<file path="config.mk">
export PLATFORM = sky130hd
export DESIGN_NAME = lft_top
export DESIGN_NICKNAME = d
export VERILOG_FILES = /design/src/verilog/lft_pkg.sv /design/src/verilog/lft_top.sv
export SDC_FILE = /design/constraint.sdc
export NUM_CORES = 1
export LEC_CHECK = 0
export BUFFER_PORTS_ARGS = -buffer_cell sky130_fd_sc_hd__buf_2
export CAP_MARGIN = 25
export CORE_ASPECT_RATIO = 0.75
export CORE_MARGIN = 2
export CORE_UTILIZATION = 26
export DETAILED_ROUTE_END_ITERATION = 8
export GPL_TIMING_DRIVEN = 0
export PLACE_DENSITY_LB_ADDON = 0.08
export SYNTH_ARGS = -nofsm -noshare
export SYNTH_HDL_FRONTEND = slang
export SYNTH_SLANG_ARGS = --single-unit
</file>
<file path="constraint.sdc">
create_clock -name CLK_SYS -period 2.4 [get_ports CLK_SYS]
set_input_delay 0 -clock CLK_SYS [delete_from_list [all_inputs] [get_ports CLK_SYS]]
set_output_delay 0 -clock CLK_SYS [all_outputs]
set_load 0.02 [all_outputs]
</file>
<file path="src/verilog/lft_pkg.sv">
// Purpose: Shared constants and types for the lane fault and sample trim bank
// Assumes: Registers sit at four times their printed index on a 32-bit bus
// Notes:   Trim slots are ordered as in the trim index table below
package lft_pkg;
  localparam int        ADDR_W      = 12;
  localparam int        LANES       = 16;
  localparam int        TRIMS       = 6;
  localparam int        TRIM_W      = 8;
  // Register indices; byte address is the index shifted left by two
  localparam logic [9:0] IDX_ALARM   = 10'h2c1;
  localparam logic [9:0] IDX_FAULT   = 10'h2c4;
  localparam logic [9:0] IDX_IRQ_STS = 10'h380;
  localparam logic [9:0] IDX_IRQ_CLR = 10'h381;
  localparam logic [9:0] IDX_IRQ_EN  = 10'h382;
  localparam logic [9:0] IDX_TRIM [TRIMS] = '{10'h310, 10'h313, 10'h314, 10'h315, 10'h31a, 10'h31b};
  // Trim slot numbers
  localparam int        T_A_DUAL    = 0;
  localparam int        T_B_DUAL    = 1;
  localparam int        T_A_IN_A    = 2;
  localparam int        T_B_IN_A    = 3;
  localparam int        T_A_IN_B    = 4;
  localparam int        T_B_IN_B    = 5;
  // Field positions and reset values
  localparam int        SUM_BIT     = 5;
  localparam int        IRQ_LANE    = 0;
  localparam int        IRQ_W       = 1;
  localparam logic [15:0] FAULT_RST = 16'hffff;
  localparam logic      SUM_RST     = 1'b1;
  localparam logic [7:0] TRIM_RST   = 8'h00;
  localparam logic [1:0] RESP_OKAY  = 2'b00;
  localparam logic [1:0] RESP_SLVERR = 2'b10;

  typedef logic [TRIM_W-1:0] lft_trim_t;

  // Converter operating mode seen by the trim selector
  typedef struct packed {
    logic dual;
    logic fg_cal;
    logic in_b;
  } lft_mode_s;

  // Trim values in force for the two cores
  typedef struct packed {
    lft_trim_t core_a;
    lft_trim_t core_b;
  } lft_pair_s;
endpackage

</file>
<file path="src/verilog/lft_top.sv">
// Purpose: Lane buffer fault flags and sampling trim registers on AXI4-Lite
// Assumes: Lane fault and mode inputs are synchronous to CLK_SYS
// Notes:   One write and one read may be outstanding; answers are fixed latency
// Functional notes
// - Bit i of the 16-bit lane fault register sets whenever lane i's buffer overflows or underflows.
// - Writing a one to a lane fault bit clears it, zero bits leave their flags alone.
// - A fault that persists sets its flag again straight after a clear.
// - Writing a one to the buffer fault summary bit clears all sixteen lane flags.
// - After reset every lane fault flag reads as one.
// - Each trim register is an 8-bit read/write field setting a core's sampling instant.
// - Trim registers load factory values that software can read back and overwrite.
// - The dual core A trim sets core A's sampling instant in two-channel mode.
// - The dual core B trim sets core B's sampling instant in two-channel mode with calibration on.
// - In single-channel mode with calibration, core A uses the in-A or in-B trim, core B likewise its in-A or in-B trim.
// - The summary bit sets whenever any active lane buffer overflows or underflows.
// - In single-channel mode with calibration, core B sampling input B uses its own trim.
//
// Our own choice: register access over AXI4-Lite.
module lft_top (
  input  wire logic                         CLK_SYS,
  input  wire logic                         RST,
  input  wire logic [lft_pkg::ADDR_W-1:0]   S_AXI_AWADDR,
  input  wire logic                         S_AXI_AWVALID,
  output      logic                         S_AXI_AWREADY,
  input  wire logic [31:0]                  S_AXI_WDATA,
  input  wire logic [3:0]                   S_AXI_WSTRB,
  input  wire logic                         S_AXI_WVALID,
  output      logic                         S_AXI_WREADY,
  output      logic [1:0]                   S_AXI_BRESP,
  output      logic                         S_AXI_BVALID,
  input  wire logic                         S_AXI_BREADY,
  input  wire logic [lft_pkg::ADDR_W-1:0]   S_AXI_ARADDR,
  input  wire logic                         S_AXI_ARVALID,
  output      logic                         S_AXI_ARREADY,
  output      logic [31:0]                  S_AXI_RDATA,
  output      logic [1:0]                   S_AXI_RRESP,
  output      logic                         S_AXI_RVALID,
  input  wire logic                         S_AXI_RREADY,
  input  wire logic [lft_pkg::LANES-1:0]    LANE_FAULT,
  input  wire logic [lft_pkg::LANES-1:0]    LANE_ACTIVE,
  input  wire lft_pkg::lft_mode_s           MODE,
  input  wire logic                         FUSE_LOAD,
  input  wire logic [lft_pkg::TRIMS*8-1:0]  FUSE_TRIM,
  output      lft_pkg::lft_pair_s           APPLIED,
  output      logic                         IRQ
);

  // Index match on a word-aligned byte address
  function automatic logic hit(input logic [lft_pkg::ADDR_W-1:0] a, input logic [9:0] idx);
    hit = (a[lft_pkg::ADDR_W-1:2] == idx);
  endfunction

  logic                        aw_full_q;
  logic [lft_pkg::ADDR_W-1:0]  awaddr_q;
  logic                        w_full_q;
  logic [31:0]                 wdata_q;
  logic [3:0]                  wstrb_q;
  logic                        bvalid_q;
  logic [1:0]                  bresp_q;
  logic                        rvalid_q;
  logic [31:0]                 rdata_q;
  logic [1:0]                  rresp_q;
  logic [15:0]                 flags_q;
  logic [15:0]                 flags_d;
  logic                        sum_q;
  logic                        sum_d;
  logic [lft_pkg::IRQ_W-1:0]   irq_sts_q;
  logic [lft_pkg::IRQ_W-1:0]   irq_sts_d;
  logic [lft_pkg::IRQ_W-1:0]   irq_en_q;
  lft_pkg::lft_trim_t          trim_q [lft_pkg::TRIMS];
  lft_pkg::lft_pair_s          applied_q;
  lft_pkg::lft_pair_s          applied_d;

  // Write side decode, done once both address and data are held
  wire        do_wr     = aw_full_q & w_full_q & ~bvalid_q;
  wire        wr_fault  = do_wr & hit(awaddr_q, lft_pkg::IDX_FAULT);
  wire        wr_alarm  = do_wr & hit(awaddr_q, lft_pkg::IDX_ALARM);
  wire        wr_irqclr = do_wr & hit(awaddr_q, lft_pkg::IDX_IRQ_CLR);
  wire        wr_irqen  = do_wr & hit(awaddr_q, lft_pkg::IDX_IRQ_EN);
  wire [15:0] lane_mask = {{8{wstrb_q[1]}}, {8{wstrb_q[0]}}};
  wire [15:0] lane_clr  = wr_fault ? (wdata_q[15:0] & lane_mask) : 16'h0000;
  wire        sum_clr   = wr_alarm & wstrb_q[0] & wdata_q[lft_pkg::SUM_BIT];
  wire        any_act   = |(LANE_FAULT & LANE_ACTIVE);
  wire        new_fault = |(LANE_FAULT & ~flags_q);
  logic [lft_pkg::TRIMS-1:0] wr_trim;

  // Fault always ORs in after the clear, so a live fault is never lost
  assign flags_d   = sum_clr ? LANE_FAULT : ((flags_q & ~lane_clr) | LANE_FAULT);
  assign sum_d     = (sum_q & ~sum_clr) | any_act;
  assign irq_sts_d = (irq_sts_q & ~((wr_irqclr & wstrb_q[0]) ? wdata_q[lft_pkg::IRQ_W-1:0] : '0))
                     | lft_pkg::IRQ_W'(new_fault);

  // Handshake outputs
  assign S_AXI_AWREADY = ~aw_full_q;
  assign S_AXI_WREADY  = ~w_full_q;
  assign S_AXI_BVALID  = bvalid_q;
  assign S_AXI_BRESP   = bresp_q;
  assign S_AXI_ARREADY = ~rvalid_q;
  assign S_AXI_RVALID  = rvalid_q;
  assign S_AXI_RDATA   = rdata_q;
  assign S_AXI_RRESP   = rresp_q;
  assign APPLIED       = applied_q;
  assign IRQ           = |(irq_sts_q & irq_en_q);

  // Write channel capture, each channel taken independently, both released together on do_wr
  always_ff @(posedge CLK_SYS) begin
    if (RST) begin
      aw_full_q <= 1'b0;
      awaddr_q  <= '0;
      w_full_q  <= 1'b0;
      wdata_q   <= 32'h0000_0000;
      wstrb_q   <= 4'h0;
    end else begin
      if (S_AXI_AWVALID && !aw_full_q) begin
        aw_full_q <= 1'b1;
        awaddr_q  <= S_AXI_AWADDR;
      end else if (do_wr) begin
        aw_full_q <= 1'b0;
      end
      if (S_AXI_WVALID && !w_full_q) begin
        w_full_q <= 1'b1;
        wdata_q  <= S_AXI_WDATA;
        wstrb_q  <= S_AXI_WSTRB;
      end else if (do_wr) begin
        w_full_q <= 1'b0;
      end
    end
  end

  // Write response; unmapped addresses answer SLVERR and change nothing
  wire wr_mapped = wr_fault | wr_alarm | wr_irqclr | wr_irqen | (|wr_trim)
                   | hit(awaddr_q, lft_pkg::IDX_IRQ_STS);
  always_ff @(posedge CLK_SYS) begin
    if (RST) begin
      bvalid_q <= 1'b0;
      bresp_q  <= lft_pkg::RESP_OKAY;
    end else if (do_wr) begin
      bvalid_q <= 1'b1;
      bresp_q  <= wr_mapped ? lft_pkg::RESP_OKAY : lft_pkg::RESP_SLVERR;
    end else if (S_AXI_BREADY) begin
      bvalid_q <= 1'b0;
    end
  end

  // Fault flags, summary and interrupt state
  always_ff @(posedge CLK_SYS) begin
    if (RST) begin
      flags_q   <= lft_pkg::FAULT_RST;
      sum_q     <= lft_pkg::SUM_RST;
      irq_sts_q <= '0;
      irq_en_q  <= '0;
    end else begin
      flags_q   <= flags_d;
      sum_q     <= sum_d;
      irq_sts_q <= irq_sts_d;
      if (wr_irqen && wstrb_q[0]) begin
        irq_en_q <= wdata_q[lft_pkg::IRQ_W-1:0];
      end
    end
  end

  // Trim registers; a fuse load outranks a software write in the same cycle
  for (genvar k = 0; k < lft_pkg::TRIMS; k++) begin : g_trim
    assign wr_trim[k] = do_wr & hit(awaddr_q, lft_pkg::IDX_TRIM[k]);
    always_ff @(posedge CLK_SYS) begin
      if (RST) begin
        trim_q[k] <= lft_pkg::TRIM_RST;
      end else if (FUSE_LOAD) begin
        trim_q[k] <= FUSE_TRIM[k*8 +: 8];
      end else if (wr_trim[k] && wstrb_q[0]) begin
        trim_q[k] <= wdata_q[7:0];
      end
    end

  end

  // Trim in force per core; single-channel picks by sampled input
  assign applied_d.core_a = MODE.dual ? trim_q[lft_pkg::T_A_DUAL]
                          : (MODE.in_b ? trim_q[lft_pkg::T_A_IN_B] : trim_q[lft_pkg::T_A_IN_A]);
  assign applied_d.core_b = MODE.dual ? trim_q[lft_pkg::T_B_DUAL]
                          : (MODE.in_b ? trim_q[lft_pkg::T_B_IN_B] : trim_q[lft_pkg::T_B_IN_A]);

  always_ff @(posedge CLK_SYS) begin
    if (RST) begin
      applied_q <= '0;
    end else begin
      applied_q <= applied_d;
    end
  end

  // Read data select
  wire [lft_pkg::ADDR_W-1:0] ra = S_AXI_ARADDR;
  logic [31:0] rd_val;
  logic        rd_hit;
  always_comb begin
    rd_val = 32'h0000_0000;
    rd_hit = 1'b0;
    if (hit(ra, lft_pkg::IDX_FAULT)) begin
      rd_val = {16'h0000, flags_q};
      rd_hit = 1'b1;
    end
    if (hit(ra, lft_pkg::IDX_ALARM)) begin
      rd_val[lft_pkg::SUM_BIT] = sum_q;
      rd_hit = 1'b1;
    end
    if (hit(ra, lft_pkg::IDX_IRQ_STS)) begin
      rd_val[lft_pkg::IRQ_W-1:0] = irq_sts_q;
      rd_hit = 1'b1;
    end
    if (hit(ra, lft_pkg::IDX_IRQ_EN)) begin
      rd_val[lft_pkg::IRQ_W-1:0] = irq_en_q;
      rd_hit = 1'b1;
    end
    if (hit(ra, lft_pkg::IDX_IRQ_CLR)) begin
      rd_hit = 1'b1;
    end
    for (int i = 0; i < lft_pkg::TRIMS; i++) begin
      if (hit(ra, lft_pkg::IDX_TRIM[i])) begin
        rd_val[7:0] = trim_q[i];
        rd_hit = 1'b1;
      end
    end
  end

  // Read channel; one read in flight, answered the cycle after the address
  always_ff @(posedge CLK_SYS) begin
    if (RST) begin
      rvalid_q <= 1'b0;
      rdata_q  <= 32'h0000_0000;
      rresp_q  <= lft_pkg::RESP_OKAY;
    end else if (S_AXI_ARVALID && !rvalid_q) begin
      rvalid_q <= 1'b1;
      rdata_q  <= rd_val;
      rresp_q  <= rd_hit ? lft_pkg::RESP_OKAY : lft_pkg::RESP_SLVERR;
    end else if (S_AXI_RREADY) begin
      rvalid_q <= 1'b0;
    end
  end
endmodule

</file>
Word level (Yosys, flattened, before mapping)
Memories as Yosys holds them, arrays and structs flattened.
Cells that the tools add are included.
{"block": "classes", "n_eq_ne": 22, "n_mux": 78, "bitwise_logic": 50, "n_reduce_logical": 20}
{"operator": "$eq A10 B10 Y1 const B", "n": 22}
{"operator": "$mux W8", "n": 22}
{"operator": "$and A16 B16 Y16", "n": 4}
{"operator": "$mux W1", "n": 51}
{"operator": "$mux W16", "n": 3}
{"operator": "$not A16 Y16", "n": 2}
{"operator": "$reduce_or A16 Y1", "n": 2}
{"operator": "$or A1 B1 Y1", "n": 19}
{"operator": "$and A1 B1 Y1", "n": 18}
{"operator": "$or A16 B16 Y16", "n": 1}
{"operator": "$logic_and A1 B1 Y1", "n": 10}
{"operator": "$reduce_bool A2 Y1", "n": 4}
{"operator": "$not A1 Y1", "n": 6}
{"operator": "$reduce_or A6 Y1", "n": 1}
{"operator": "$mux W2", "n": 2}
{"operator": "$logic_not A1 Y1", "n": 3}
{"block": "word_totals", "reg_bits": 105, "ram_bits": 48, "input_bits": 151, "output_inout_bits": 58, "wordCells": 187, "memories": 1}
{"memory": "trim_q", "depth": 6, "width": 8, "read_ports": 6, "rd_ports_with_merged_regs": 0, "wr": 6, "line": "lft_top.sv:70", "rtl": "lft_pkg::lft_trim_t trim_q [lft_pkg::TRIMS];"}

Depth between registers and ports, before layout
Gate-level depths: netlist (run 1).
{"block": "depth", "ltp_word": 13, "ltp_mapped": 7, "ltp_nobuf": 5}

Worst setup path after synthesis (run 1)
Ideal clock, no wire load.
{"block": "synth_timing", "path_type": "reg-to-reg", "from": "reg w_full_q", "to": "mem trim_q[3][0] (netlist name) (enable)", "setup_time_ps": 334, "arrival_time_ps": 1780, "required_ps": 2066, "setup_slack_ps": 286, "stages_incl_launch_ff": 7, "path_buffers": 1, "synth_period_minus_slack_ps": 2114, "path_cell_list": "dfxtp_1 inv_1 or3_4 nor4_4 and4_1 buf_4 nand2b_1"}
{"element": "start, declared", "line": "lft_top.sv:55", "rtl": "logic w_full_q;"}
{"element": "start signal, assigned", "line": "lft_top.sv:110", "rtl": "w_full_q <= 1'b0;"}
{"element": "start signal, assigned", "line": "lft_top.sv:121", "rtl": "w_full_q <= 1'b1;"}
{"element": "start signal, assigned", "line": "lft_top.sv:125", "rtl": "w_full_q <= 1'b0;"}
{"element": "end, declared", "line": "lft_top.sv:70"}

Worst setup path in the final report (run 1)
{"block": "layout_timing", "from": "reg wdata_q[5]", "to": "reg flags_q[3]"}
{"block": "layout_via", "elab_chain_cells": 2}
{"element": "start, declared", "line": "lft_top.sv:56", "rtl": "logic [31:0] wdata_q;"}
{"element": "start signal, assigned", "line": "lft_top.sv:111", "rtl": "wdata_q <= 32'h0000_0000;"}
{"element": "start signal, assigned", "line": "lft_top.sv:122", "rtl": "wdata_q <= S_AXI_WDATA;"}
{"element": "$and A1 B1 Y1", "line": "lft_top.sv:82", "rtl": "wire sum_clr = wr_alarm & wstrb_q[0] & wdata_q[lft_pkg::SUM_BIT];"}
{"element": "$mux W16", "line": "lft_top.sv:88", "rtl": "assign flags_d = sum_clr ? LANE_FAULT : ((flags_q & ~lane_clr) | LANE_FAULT);"}
{"element": "end signal, assigned", "line": "lft_top.sv:148", "rtl": "flags_q <= lft_pkg::FAULT_RST;"}
{"element": "end signal, assigned", "line": "lft_top.sv:153", "rtl": "flags_q <= flags_d;"}
{"element": "end, declared", "line": "lft_top.sv:63", "rtl": "logic [15:0] flags_q;"}
No other way between the ends.
A chain may end at the register's enable or synchronous reset.

==> results of run 1 <==
final cells by class:
cell class	instances	area share, %
flip-flops and latches	133	32.80
multi-input cells	517	32.50
repair buffers	267	19.27
clock buffers	19	4.518
well taps	338	4.414
plain buffers	71	3.826
clock inverters	13	1.880
inverters	20	0.7835
through the flow:
stage	util (%)	setup TNS, ps	hold slack (ps)
final	38.39	0	38.62
after global placement	31.74	-787.5	195.8
after floorplan	-	0	100.1
after CTS	38.31	0	25.07
after detailed placement	31.74	-842.1	196.1
after global routing	38.39	0	35.39
power breakdown:
| part | internal (mW) | switching (mW) |
|---|---|---|
| registers | 2.48 | 0.107 |
| logic | 0.387 | 0.489 |
| clock network | 1.74 | 1.03 |
registers in the layout, summed over array words and instances, names as in the netlist, 2 cells and up:
register / flops
trim_q: 48
wstrb_q: 2
wdata_q: 16
APPLIED: 16
flags_q: 16
S_AXI_RDATA: 16
awaddr_q: 10
layout by cell type, fill, tap and decap left out, types with 5 or more instances in the layout:
master                            n
sky130_fd_sc_hd__clkbuf_16       17
sky130_fd_sc_hd__and2_1           7
sky130_fd_sc_hd__nand2b_1         5
sky130_fd_sc_hd__a22oi_1         11
sky130_fd_sc_hd__nor3_1          20
sky130_fd_sc_hd__nand3_1          9
sky130_fd_sc_hd__nor2b_1         15
sky130_fd_sc_hd__a311o_1         16
sky130_fd_sc_hd__nor2_1          65
sky130_fd_sc_hd__edfxtp_1        48
sky130_fd_sc_hd__o22ai_1         14
sky130_fd_sc_hd__buf_4           21
sky130_fd_sc_hd__mux2i_1         21
sky130_fd_sc_hd__dfxtp_1         85
sky130_fd_sc_hd__nand4_1          6
sky130_fd_sc_hd__dlygate4sd3_1  102
sky130_fd_sc_hd__inv_1           20
sky130_fd_sc_hd__a22o_1          49
sky130_fd_sc_hd__clkbuf_1        38
sky130_fd_sc_hd__o21ai_0          9
sky130_fd_sc_hd__nand2_1         99
sky130_fd_sc_hd__o21ai_1          7
sky130_fd_sc_hd__conb_1          18
sky130_fd_sc_hd__a21oi_1         68
sky130_fd_sc_hd__or2_2            5
sky130_fd_sc_hd__buf_2          173
worst max-delay path, cell delays in order (launching register included):
cell	delay, ps
sky130_fd_sc_hd__dfxtp_1	300
sky130_fd_sc_hd__clkbuf_1	620
sky130_fd_sc_hd__nand4_1	160
sky130_fd_sc_hd__or3_1	380
sky130_fd_sc_hd__buf_2	200
sky130_fd_sc_hd__buf_6	160
sky130_fd_sc_hd__a311o_1	300
cell families (layout without fill, tap and decap cells):
family	count (synthesis)	after routing
buffers and inverters	91	390
XOR/XNOR	2	2
AND/OR/NAND/NOR	274	274
flip-flops	133	133
AO/OA/AOI/OAI	201	201
multiplexers	22	22
other	1	18
cell usage after synthesis (16+ instances only):
| master | count |
|---|---|
| sky130_fd_sc_hd__buf_4 | 21 |
| sky130_fd_sc_hd__dfxtp_1 | 85 |
| sky130_fd_sc_hd__nor2_1 | 65 |
| sky130_fd_sc_hd__a311o_1 | 16 |
| sky130_fd_sc_hd__a21oi_1 | 68 |
| sky130_fd_sc_hd__inv_1 | 20 |
| sky130_fd_sc_hd__a22o_1 | 49 |
| sky130_fd_sc_hd__nand2_1 | 99 |
| sky130_fd_sc_hd__nor3_1 | 20 |
| sky130_fd_sc_hd__clkbuf_1 | 36 |
| sky130_fd_sc_hd__edfxtp_1 | 48 |
| sky130_fd_sc_hd__mux2i_1 | 21 |
layer usage:
| layer | share of wire (%) | track usage (%) | vias up | wire, um |
|---|---|---|---|---|
| li1 | - | - | 3207 | - |
| met1 | 53 | 29.81 | 3058 | 13740 |
| met2 | 40 | 26.55 | 218 | 10310 |
| met3 | 6.6 | 4.364 | 12 | 1707 |
| met4 | 0.66 | 3.937 | 0 | 171 |
| met5 | 0 | 0 | - | 0 |
what timing repair did:
action,CTS,global route
buffers inserted,0,0
resized for setup,2,6
setup endpoints to repair,16,40
gates cloned,0,0
hold endpoints to repair,97,0
hold buffers,102,0
worst paths after layout:
check                     to  slack, ps       startpoint  cells after the start
max               flags_q[3]        150       wdata_q[5]                      6
min               APPLIED[7]         40          MODE[2]                      4
max reg2reg       flags_q[3]        150       wdata_q[5]                      6
min reg2reg  S_AXI_RDATA[15]        450  S_AXI_RDATA[15]                      2
==> run_summary.xml, run 1 <==
<?xml version="1.0" encoding="UTF-8"?>
<metrics>
  <group name="placed_design">
    <metric name="place_hpwl" unit="um">19910</metric>
    <metric name="placed_cell_area" unit="mm2">0.007923</metric>
    <metric name="placedCellCount" unit="">1244</metric>
    <metric name="routabilityCongestion" unit="">0.8680</metric>
    <metric name="placement.setup.worst_slack" unit="ps">-100.7</metric>
    <metric name="io_buffer_count" unit="">165</metric>
  </group>
  <group name="finish">
    <metric name="final_design_area_no_fill" unit="mm2">0.009582</metric>
    <metric name="final-instance-count-excl-fill" unit="">1378</metric>
    <metric name="multi_input_comb_area" unit="mm2">0.003114</metric>
    <metric name="flow.area_growth_from_synthesis" unit="%">44.96</metric>
    <metric name="fin_nets" unit="">1178</metric>
    <metric name="filler_cell_count" unit="">2602</metric>
    <metric name="n_antenna_cell" unit="">0</metric>
    <metric name="sequential_cell_area" unit="mm2">0.003143</metric>
    <metric name="post_route_cells_drive_above_1_share" unit="%">23.94</metric>
  </group>
  <group name="yosys">
    <metric name="ys_async_sr_fraction" unit="%">0</metric>
    <metric name="number_of_enable_type_register_cells_in_the_synthesized_netlist" unit="">48</metric>
    <metric name="synth_simple_gate_area_share" unit="%">20.95</metric>
    <metric name="synth_ff_type" unit="">sky130_fd_sc_hd__dfxtp_1</metric>
    <metric name="post_synth_fa_ha_maj_area_fraction" unit="%">0</metric>
    <metric name="synth-seq-cells" unit="">133</metric>
    <metric name="synthXorXnorAreaFrac" unit="%">0.2650</metric>
    <metric name="synthDominantAreaCellType" unit="">sky130_fd_sc_hd__dfxtp_1</metric>
    <metric name="ys_warn_count" unit="">0</metric>
    <metric name="synth.mux.area_fraction" unit="%">3.350</metric>
    <metric name="synthesis.area" unit="mm2">0.006610</metric>
    <metric name="synthCells" unit="">724</metric>
    <metric name="synth-seq-area-share" unit="%">47.55</metric>
    <metric name="ys_top_cells_by_area" unit="">sky130_fd_sc_hd__dfxtp_1, sky130_fd_sc_hd__edfxtp_1, sky130_fd_sc_hd__a22o_1</metric>
    <metric name="synth.avg_cell_area" unit="um2">9.130</metric>
    <metric name="synth.lib_cells_used.distinct" unit="">71</metric>
    <metric name="dominant_combinational_cell_family_by_area_after_synthesis" unit="">compound AO/OA/AOI/OAI gates</metric>
    <metric name="yosys.area.top_type_share" unit="%">25.74</metric>
    <metric name="synth-compound-area-share" unit="%">21.18</metric>
  </group>
  <group name="grt">
    <metric name="wire_length_of_the_first_global_routing_pass" unit="um">37980</metric>
    <metric name="grt_max_degree" unit="">17</metric>
    <metric name="antenna_found_initial" unit="">0</metric>
    <metric name="globalRouteOverflowTotal" unit="">0</metric>
    <metric name="grt_pass1_vias" unit="">6302</metric>
    <metric name="grt_use_total" unit="%">19.20</metric>
  </group>
  <group name="sta">
    <metric name="rsz0062_at_grt" unit="">false</metric>
    <metric name="final.setup_skew" unit="ps">12.04</metric>
    <metric name="worst-slew-pin-transition" unit="ps">893.5</metric>
    <metric name="timing.final.max_slew_violations" unit="">0</metric>
    <metric name="fin_crit" unit="ps">2251</metric>
    <metric name="final_min_period_over_clock_period" unit="%">93.80</metric>
    <metric name="fmax" unit="MHz">444.2</metric>
    <metric name="worst_slew_margin_rel" unit="%">40.44</metric>
    <metric name="report.final.hold_viol_count" unit="">0</metric>
    <metric name="finalSetupViolCount" unit="">0</metric>
    <metric name="fin_ws" unit="ps">148.8</metric>
  </group>
  <group name="critical_path">
    <metric name="critical_path.endpoint_type" unit="">register</metric>
    <metric name="setup.worst_path.start_class" unit="">register</metric>
    <metric name="arrival" unit="ps">2550</metric>
    <metric name="timing.critical_path.fanout_max" unit="">10</metric>
    <metric name="critPathKind" unit="">reg -&gt; reg</metric>
    <metric name="worst_ep_required_time" unit="ps">2700</metric>
  </group>
  <group name="pwr">
    <metric name="vdd_ir_drop_max" unit="mV">0.4650</metric>
    <metric name="leakage_power_figure" unit="nW">3.930</metric>
    <metric name="power.density" unit="mW/mm2">650.0</metric>
    <metric name="total_power" unit="mW">6.228</metric>
  </group>
  <group name="cts">
    <metric name="tritoncts" unit="">done</metric>
    <metric name="clk_latency" unit="ps">420</metric>
    <metric name="cts.sink_count" unit="">133</metric>
    <metric name="htree_levels" unit="">4</metric>
    <metric name="ctsRootBufferMaster" unit="">sky130_fd_sc_hd__clkbuf_16</metric>
    <metric name="path_clk_slew" unit="ps">60</metric>
    <metric name="clockBufferDepth" unit="">2</metric>
    <metric name="tritoncts.num_buffers" unit="">17</metric>
  </group>
  <group name="floorplan">
    <metric name="core_area" unit="mm2">0.02496</metric>
    <metric name="floorplan.initialDensity" unit="%">26.48</metric>
    <metric name="rows" unit="">50</metric>
    <metric name="fp.dieArea" unit="mm2">0.02673</metric>
    <metric name="dieWidth" unit="um">188.1</metric>
    <metric name="die_h" unit="um">142.1</metric>
    <metric name="ios" unit="">209</metric>
  </group>
  <group name="route">
    <metric name="total_via_count_after_detailed_routing" unit="">6495</metric>
    <metric name="firstDrtPassIters" unit="">5</metric>
    <metric name="drt_first_iter_violations" unit="">445</metric>
    <metric name="ant_nets" unit="">0</metric>
    <metric name="drt-vias-per-instance" unit="">4.713</metric>
    <metric name="drc" unit="">0</metric>
    <metric name="avgRoutedWirePerCell" unit="um">18.81</metric>
    <metric name="wl" unit="um">25920</metric>
  </group>
  <group name="hold_path">
    <metric name="worstHoldPathType" unit="">in -&gt; reg</metric>
  </group>
  <group name="flow_run">
    <metric name="maxCapViolations" unit="">0</metric>
  </group>
  <group name="status">
    <metric name="status" unit="">finished, final reports clean</metric>
  </group>
</metrics>
Note: power is estimated with default switching activity, not from simulation.
==> run 2: changes to the inputs <==
--- a/config.mk
+++ b/config.mk
@@ -10,6 +10,7 @@
 export CORE_ASPECT_RATIO = 0.75
 export CORE_MARGIN = 2
 export CORE_UTILIZATION = 26
+export CTS_BUF_LIST = sky130_fd_sc_hd__clkbuf_8
 export DETAILED_ROUTE_END_ITERATION = 8
 export GPL_TIMING_DRIVEN = 0
 export PLACE_DENSITY_LB_ADDON = 0.08
==> run 2 against run 1 <==
  * Design area decreased by 1.9%
  * Cell count barely moved
  * Clock power decreased by 25%
  * Worst setup slack improved by 1.8 ps
  * Core utilization fell by 0.73 points
  * Sequential power hardly changed
  * Highest routed layer unchanged
  * Flip-flop and latch count unchanged
  * Sequential share of layout area is 0.63 points higher
  * Global-route usage down 0.059 points
==> run_summary.xml, run 2 (synthesis results as in run 1) <==
<?xml version="1.0" encoding="UTF-8"?>
<metrics>
  <group name="status">
    <metric name="status" unit="">finished, final reports clean</metric>
  </group>
  <group name="finish">
    <metric name="filler_cell_count" unit="">2621</metric>
    <metric name="final_common_cell" unit="">sky130_fd_sc_hd__buf_2</metric>
    <metric name="n_antenna_cell" unit="">0</metric>
    <metric name="final-instance-count-excl-fill" unit="">1379</metric>
    <metric name="fin_nets" unit="">1179</metric>
    <metric name="final_cell_mix" unit="">sky130_fd_sc_hd__buf_2, sky130_fd_sc_hd__dlygate4sd3_1, sky130_fd_sc_hd__nand2_1</metric>
    <metric name="largest_reg_flops" unit="">48</metric>
    <metric name="flow.area_growth_from_synthesis" unit="%">42.21</metric>
    <metric name="register_with_the_highest_flop_count" unit="">trim_q</metric>
    <metric name="post_route_cells_drive_above_1_share" unit="%">23.92</metric>
  </group>
  <group name="sta">
    <metric name="worst-slew-pin-transition" unit="ps">919.5</metric>
    <metric name="final.setup_skew" unit="ps">21.95</metric>
    <metric name="report.final.hold_viol_count" unit="">0</metric>
    <metric name="fmax" unit="MHz">444.6</metric>
    <metric name="final_min_period_over_clock_period" unit="%">93.72</metric>
    <metric name="rsz0062_at_grt" unit="">false</metric>
    <metric name="fin_crit" unit="ps">2249</metric>
    <metric name="post_route_hold_slack" unit="ps">91.47</metric>
    <metric name="finalSetupViolCount" unit="">0</metric>
    <metric name="worst_slew_margin_rel" unit="%">38.70</metric>
    <metric name="setup_tns" unit="ps">0</metric>
    <metric name="timing.final.max_slew_violations" unit="">0</metric>
  </group>
  <group name="floorplan">
    <metric name="dieWidth" unit="um">188.1</metric>
    <metric name="rows" unit="">50</metric>
    <metric name="ios" unit="">209</metric>
    <metric name="core_area" unit="mm2">0.02496</metric>
    <metric name="die_h" unit="um">142.1</metric>
    <metric name="fp.dieArea" unit="mm2">0.02673</metric>
    <metric name="floorplan.initialDensity" unit="%">26.48</metric>
  </group>
  <group name="critical_path">
    <metric name="critical_path.n_buffers_inverters" unit="">3</metric>
    <metric name="critPathKind" unit="">reg -&gt; reg</metric>
    <metric name="critical_path.top_delay_family" unit="">buffers and inverters</metric>
    <metric name="cp_slowest_stage_delay" unit="ps">610</metric>
    <metric name="worst_path_max_delay_cell" unit="">sky130_fd_sc_hd__clkbuf_1</metric>
    <metric name="arrival" unit="ps">2580</metric>
    <metric name="timing.critical_path.fanout_max" unit="">10</metric>
    <metric name="critical_path.endpoint_type" unit="">register</metric>
    <metric name="setup.worst_path.start_class" unit="">register</metric>
    <metric name="crit_path_cell_trace" unit="">clkbuf_1 &gt; nand4_1 &gt; or3_1 &gt; buf_2 &gt; buf_6 &gt; a311o_1</metric>
    <metric name="worst_ep_required_time" unit="ps">2740</metric>
    <metric name="regToRegSetupSlack" unit="ps">150</metric>
  </group>
  <group name="cts">
    <metric name="ctsRootBufferMaster" unit="">sky130_fd_sc_hd__clkbuf_8</metric>
    <metric name="tritoncts.num_buffers" unit="">17</metric>
    <metric name="path_clk_slew" unit="ps">80</metric>
    <metric name="post-cts-setup-buffer-count" unit="">0</metric>
    <metric name="tritoncts" unit="">done</metric>
    <metric name="htree_levels" unit="">4</metric>
    <metric name="cts.sink_count" unit="">133</metric>
    <metric name="clk_latency" unit="ps">460</metric>
    <metric name="clockBufferDepth" unit="">2</metric>
  </group>
  <group name="grt">
    <metric name="globalRouteOverflowTotal" unit="">0</metric>
    <metric name="antenna_found_initial" unit="">0</metric>
    <metric name="wire_length_of_the_first_global_routing_pass" unit="um">37870</metric>
    <metric name="grt_use_total" unit="%">19.14</metric>
    <metric name="grt_max_degree" unit="">17</metric>
    <metric name="grt_pass1_vias" unit="">6268</metric>
  </group>
  <group name="route">
    <metric name="avgRoutedWirePerCell" unit="um">18.78</metric>
    <metric name="total_via_count_after_detailed_routing" unit="">6564</metric>
    <metric name="ant_nets" unit="">0</metric>
    <metric name="drt-vias-per-instance" unit="">4.760</metric>
    <metric name="drt_first_iter_violations" unit="">366</metric>
    <metric name="wl" unit="um">25900</metric>
    <metric name="drc" unit="">0</metric>
    <metric name="firstDrtPassIters" unit="">5</metric>
  </group>
  <group name="pwr">
    <metric name="leakage_power_figure" unit="nW">3.856</metric>
    <metric name="vdd_ir_drop_max" unit="mV">0.2838</metric>
    <metric name="power.density" unit="mW/mm2">587.9</metric>
    <metric name="total_power" unit="mW">5.526</metric>
  </group>
  <group name="hold_path">
    <metric name="worstHoldPathType" unit="">in -&gt; reg</metric>
  </group>
  <group name="placed_design">
    <metric name="place_hpwl" unit="um">19910</metric>
    <metric name="placedCellCount" unit="">1244</metric>
    <metric name="io_buffer_count" unit="">165</metric>
    <metric name="routabilityCongestion" unit="">0.8680</metric>
  </group>
  <group name="flow_run">
    <metric name="maxCapViolations" unit="">0</metric>
  </group>
</metrics>
-- run 2: final cells by class --
cell class	count	area [um2]	share of cell area, %
Sequential cell	133	3143	33.44
Multi-Input combinational cell	517	3114	33.13
Timing Repair Buffer	268	1857	19.75
Tap cell	338	422.9	4.499
Buffer	71	366.6	3.900
Clock buffer	17	234.0	2.489
Clock inverter	15	187.7	1.997
Inverter	20	75.07	0.7986
-- run 2: report_power, final --
part / total, mW / switching (mW) / internal [mW] / leakage (nW)
Clock: 2.07 / 0.947 / 1.12 / 0.217
Sequential: 2.58 / 0.109 / 2.47 / 1.21
Combinational: 0.878 / 0.490 / 0.388 / 2.43
-- run 2: through the flow --
stage / cell area [um2] / setup WS, ps / utilization, %
2_1_floorplan: 6674 / 286.0 / -
3_3_place_gp: 7923 / -98.88 / 31.74
3_5_place_dp: 7923 / -100.7 / 31.74
4_1_cts: 9382 / 28.49 / 37.58
5_1_grt: 9400 / 44.07 / 37.66
6_report: 9400 / 150.6 / 37.66
-- run 2: final timing paths --
kind,from,end,cells past startpoint
max,wdata_q[5],flags_q[7],6
min,S_AXI_ARADDR[7],S_AXI_RRESP[1],5
max reg2reg,wdata_q[5],flags_q[7],6
min reg2reg,S_AXI_RDATA[15],S_AXI_RDATA[15],2
-- run 2: layer usage --
metal	GRT usage, %	wire, um	up-vias
met2	26.49	10250	229
met5	0	0	-
met1	30.12	13870	3115
li1	-	-	3206
met3	3.920	1592	14
met4	3.523	188	0
-- run 2: repair_timing --
action | in CTS | in global routing
setup endpoints to repair | 16 | 40
gates cloned | 0 | 0
gates resized for setup | 2 | 6
hold buffers | 103 | 0
hold endpoints to repair | 99 | 0
-- run 2: tightest hold or removal path, cell delays in order --
cell and delay [ps]:
sky130_fd_sc_hd__buf_2 120, sky130_fd_sc_hd__nor2_1 70, sky130_fd_sc_hd__nand3_1 70, sky130_fd_sc_hd__o2111ai_1 110, sky130_fd_sc_hd__a21oi_1 130
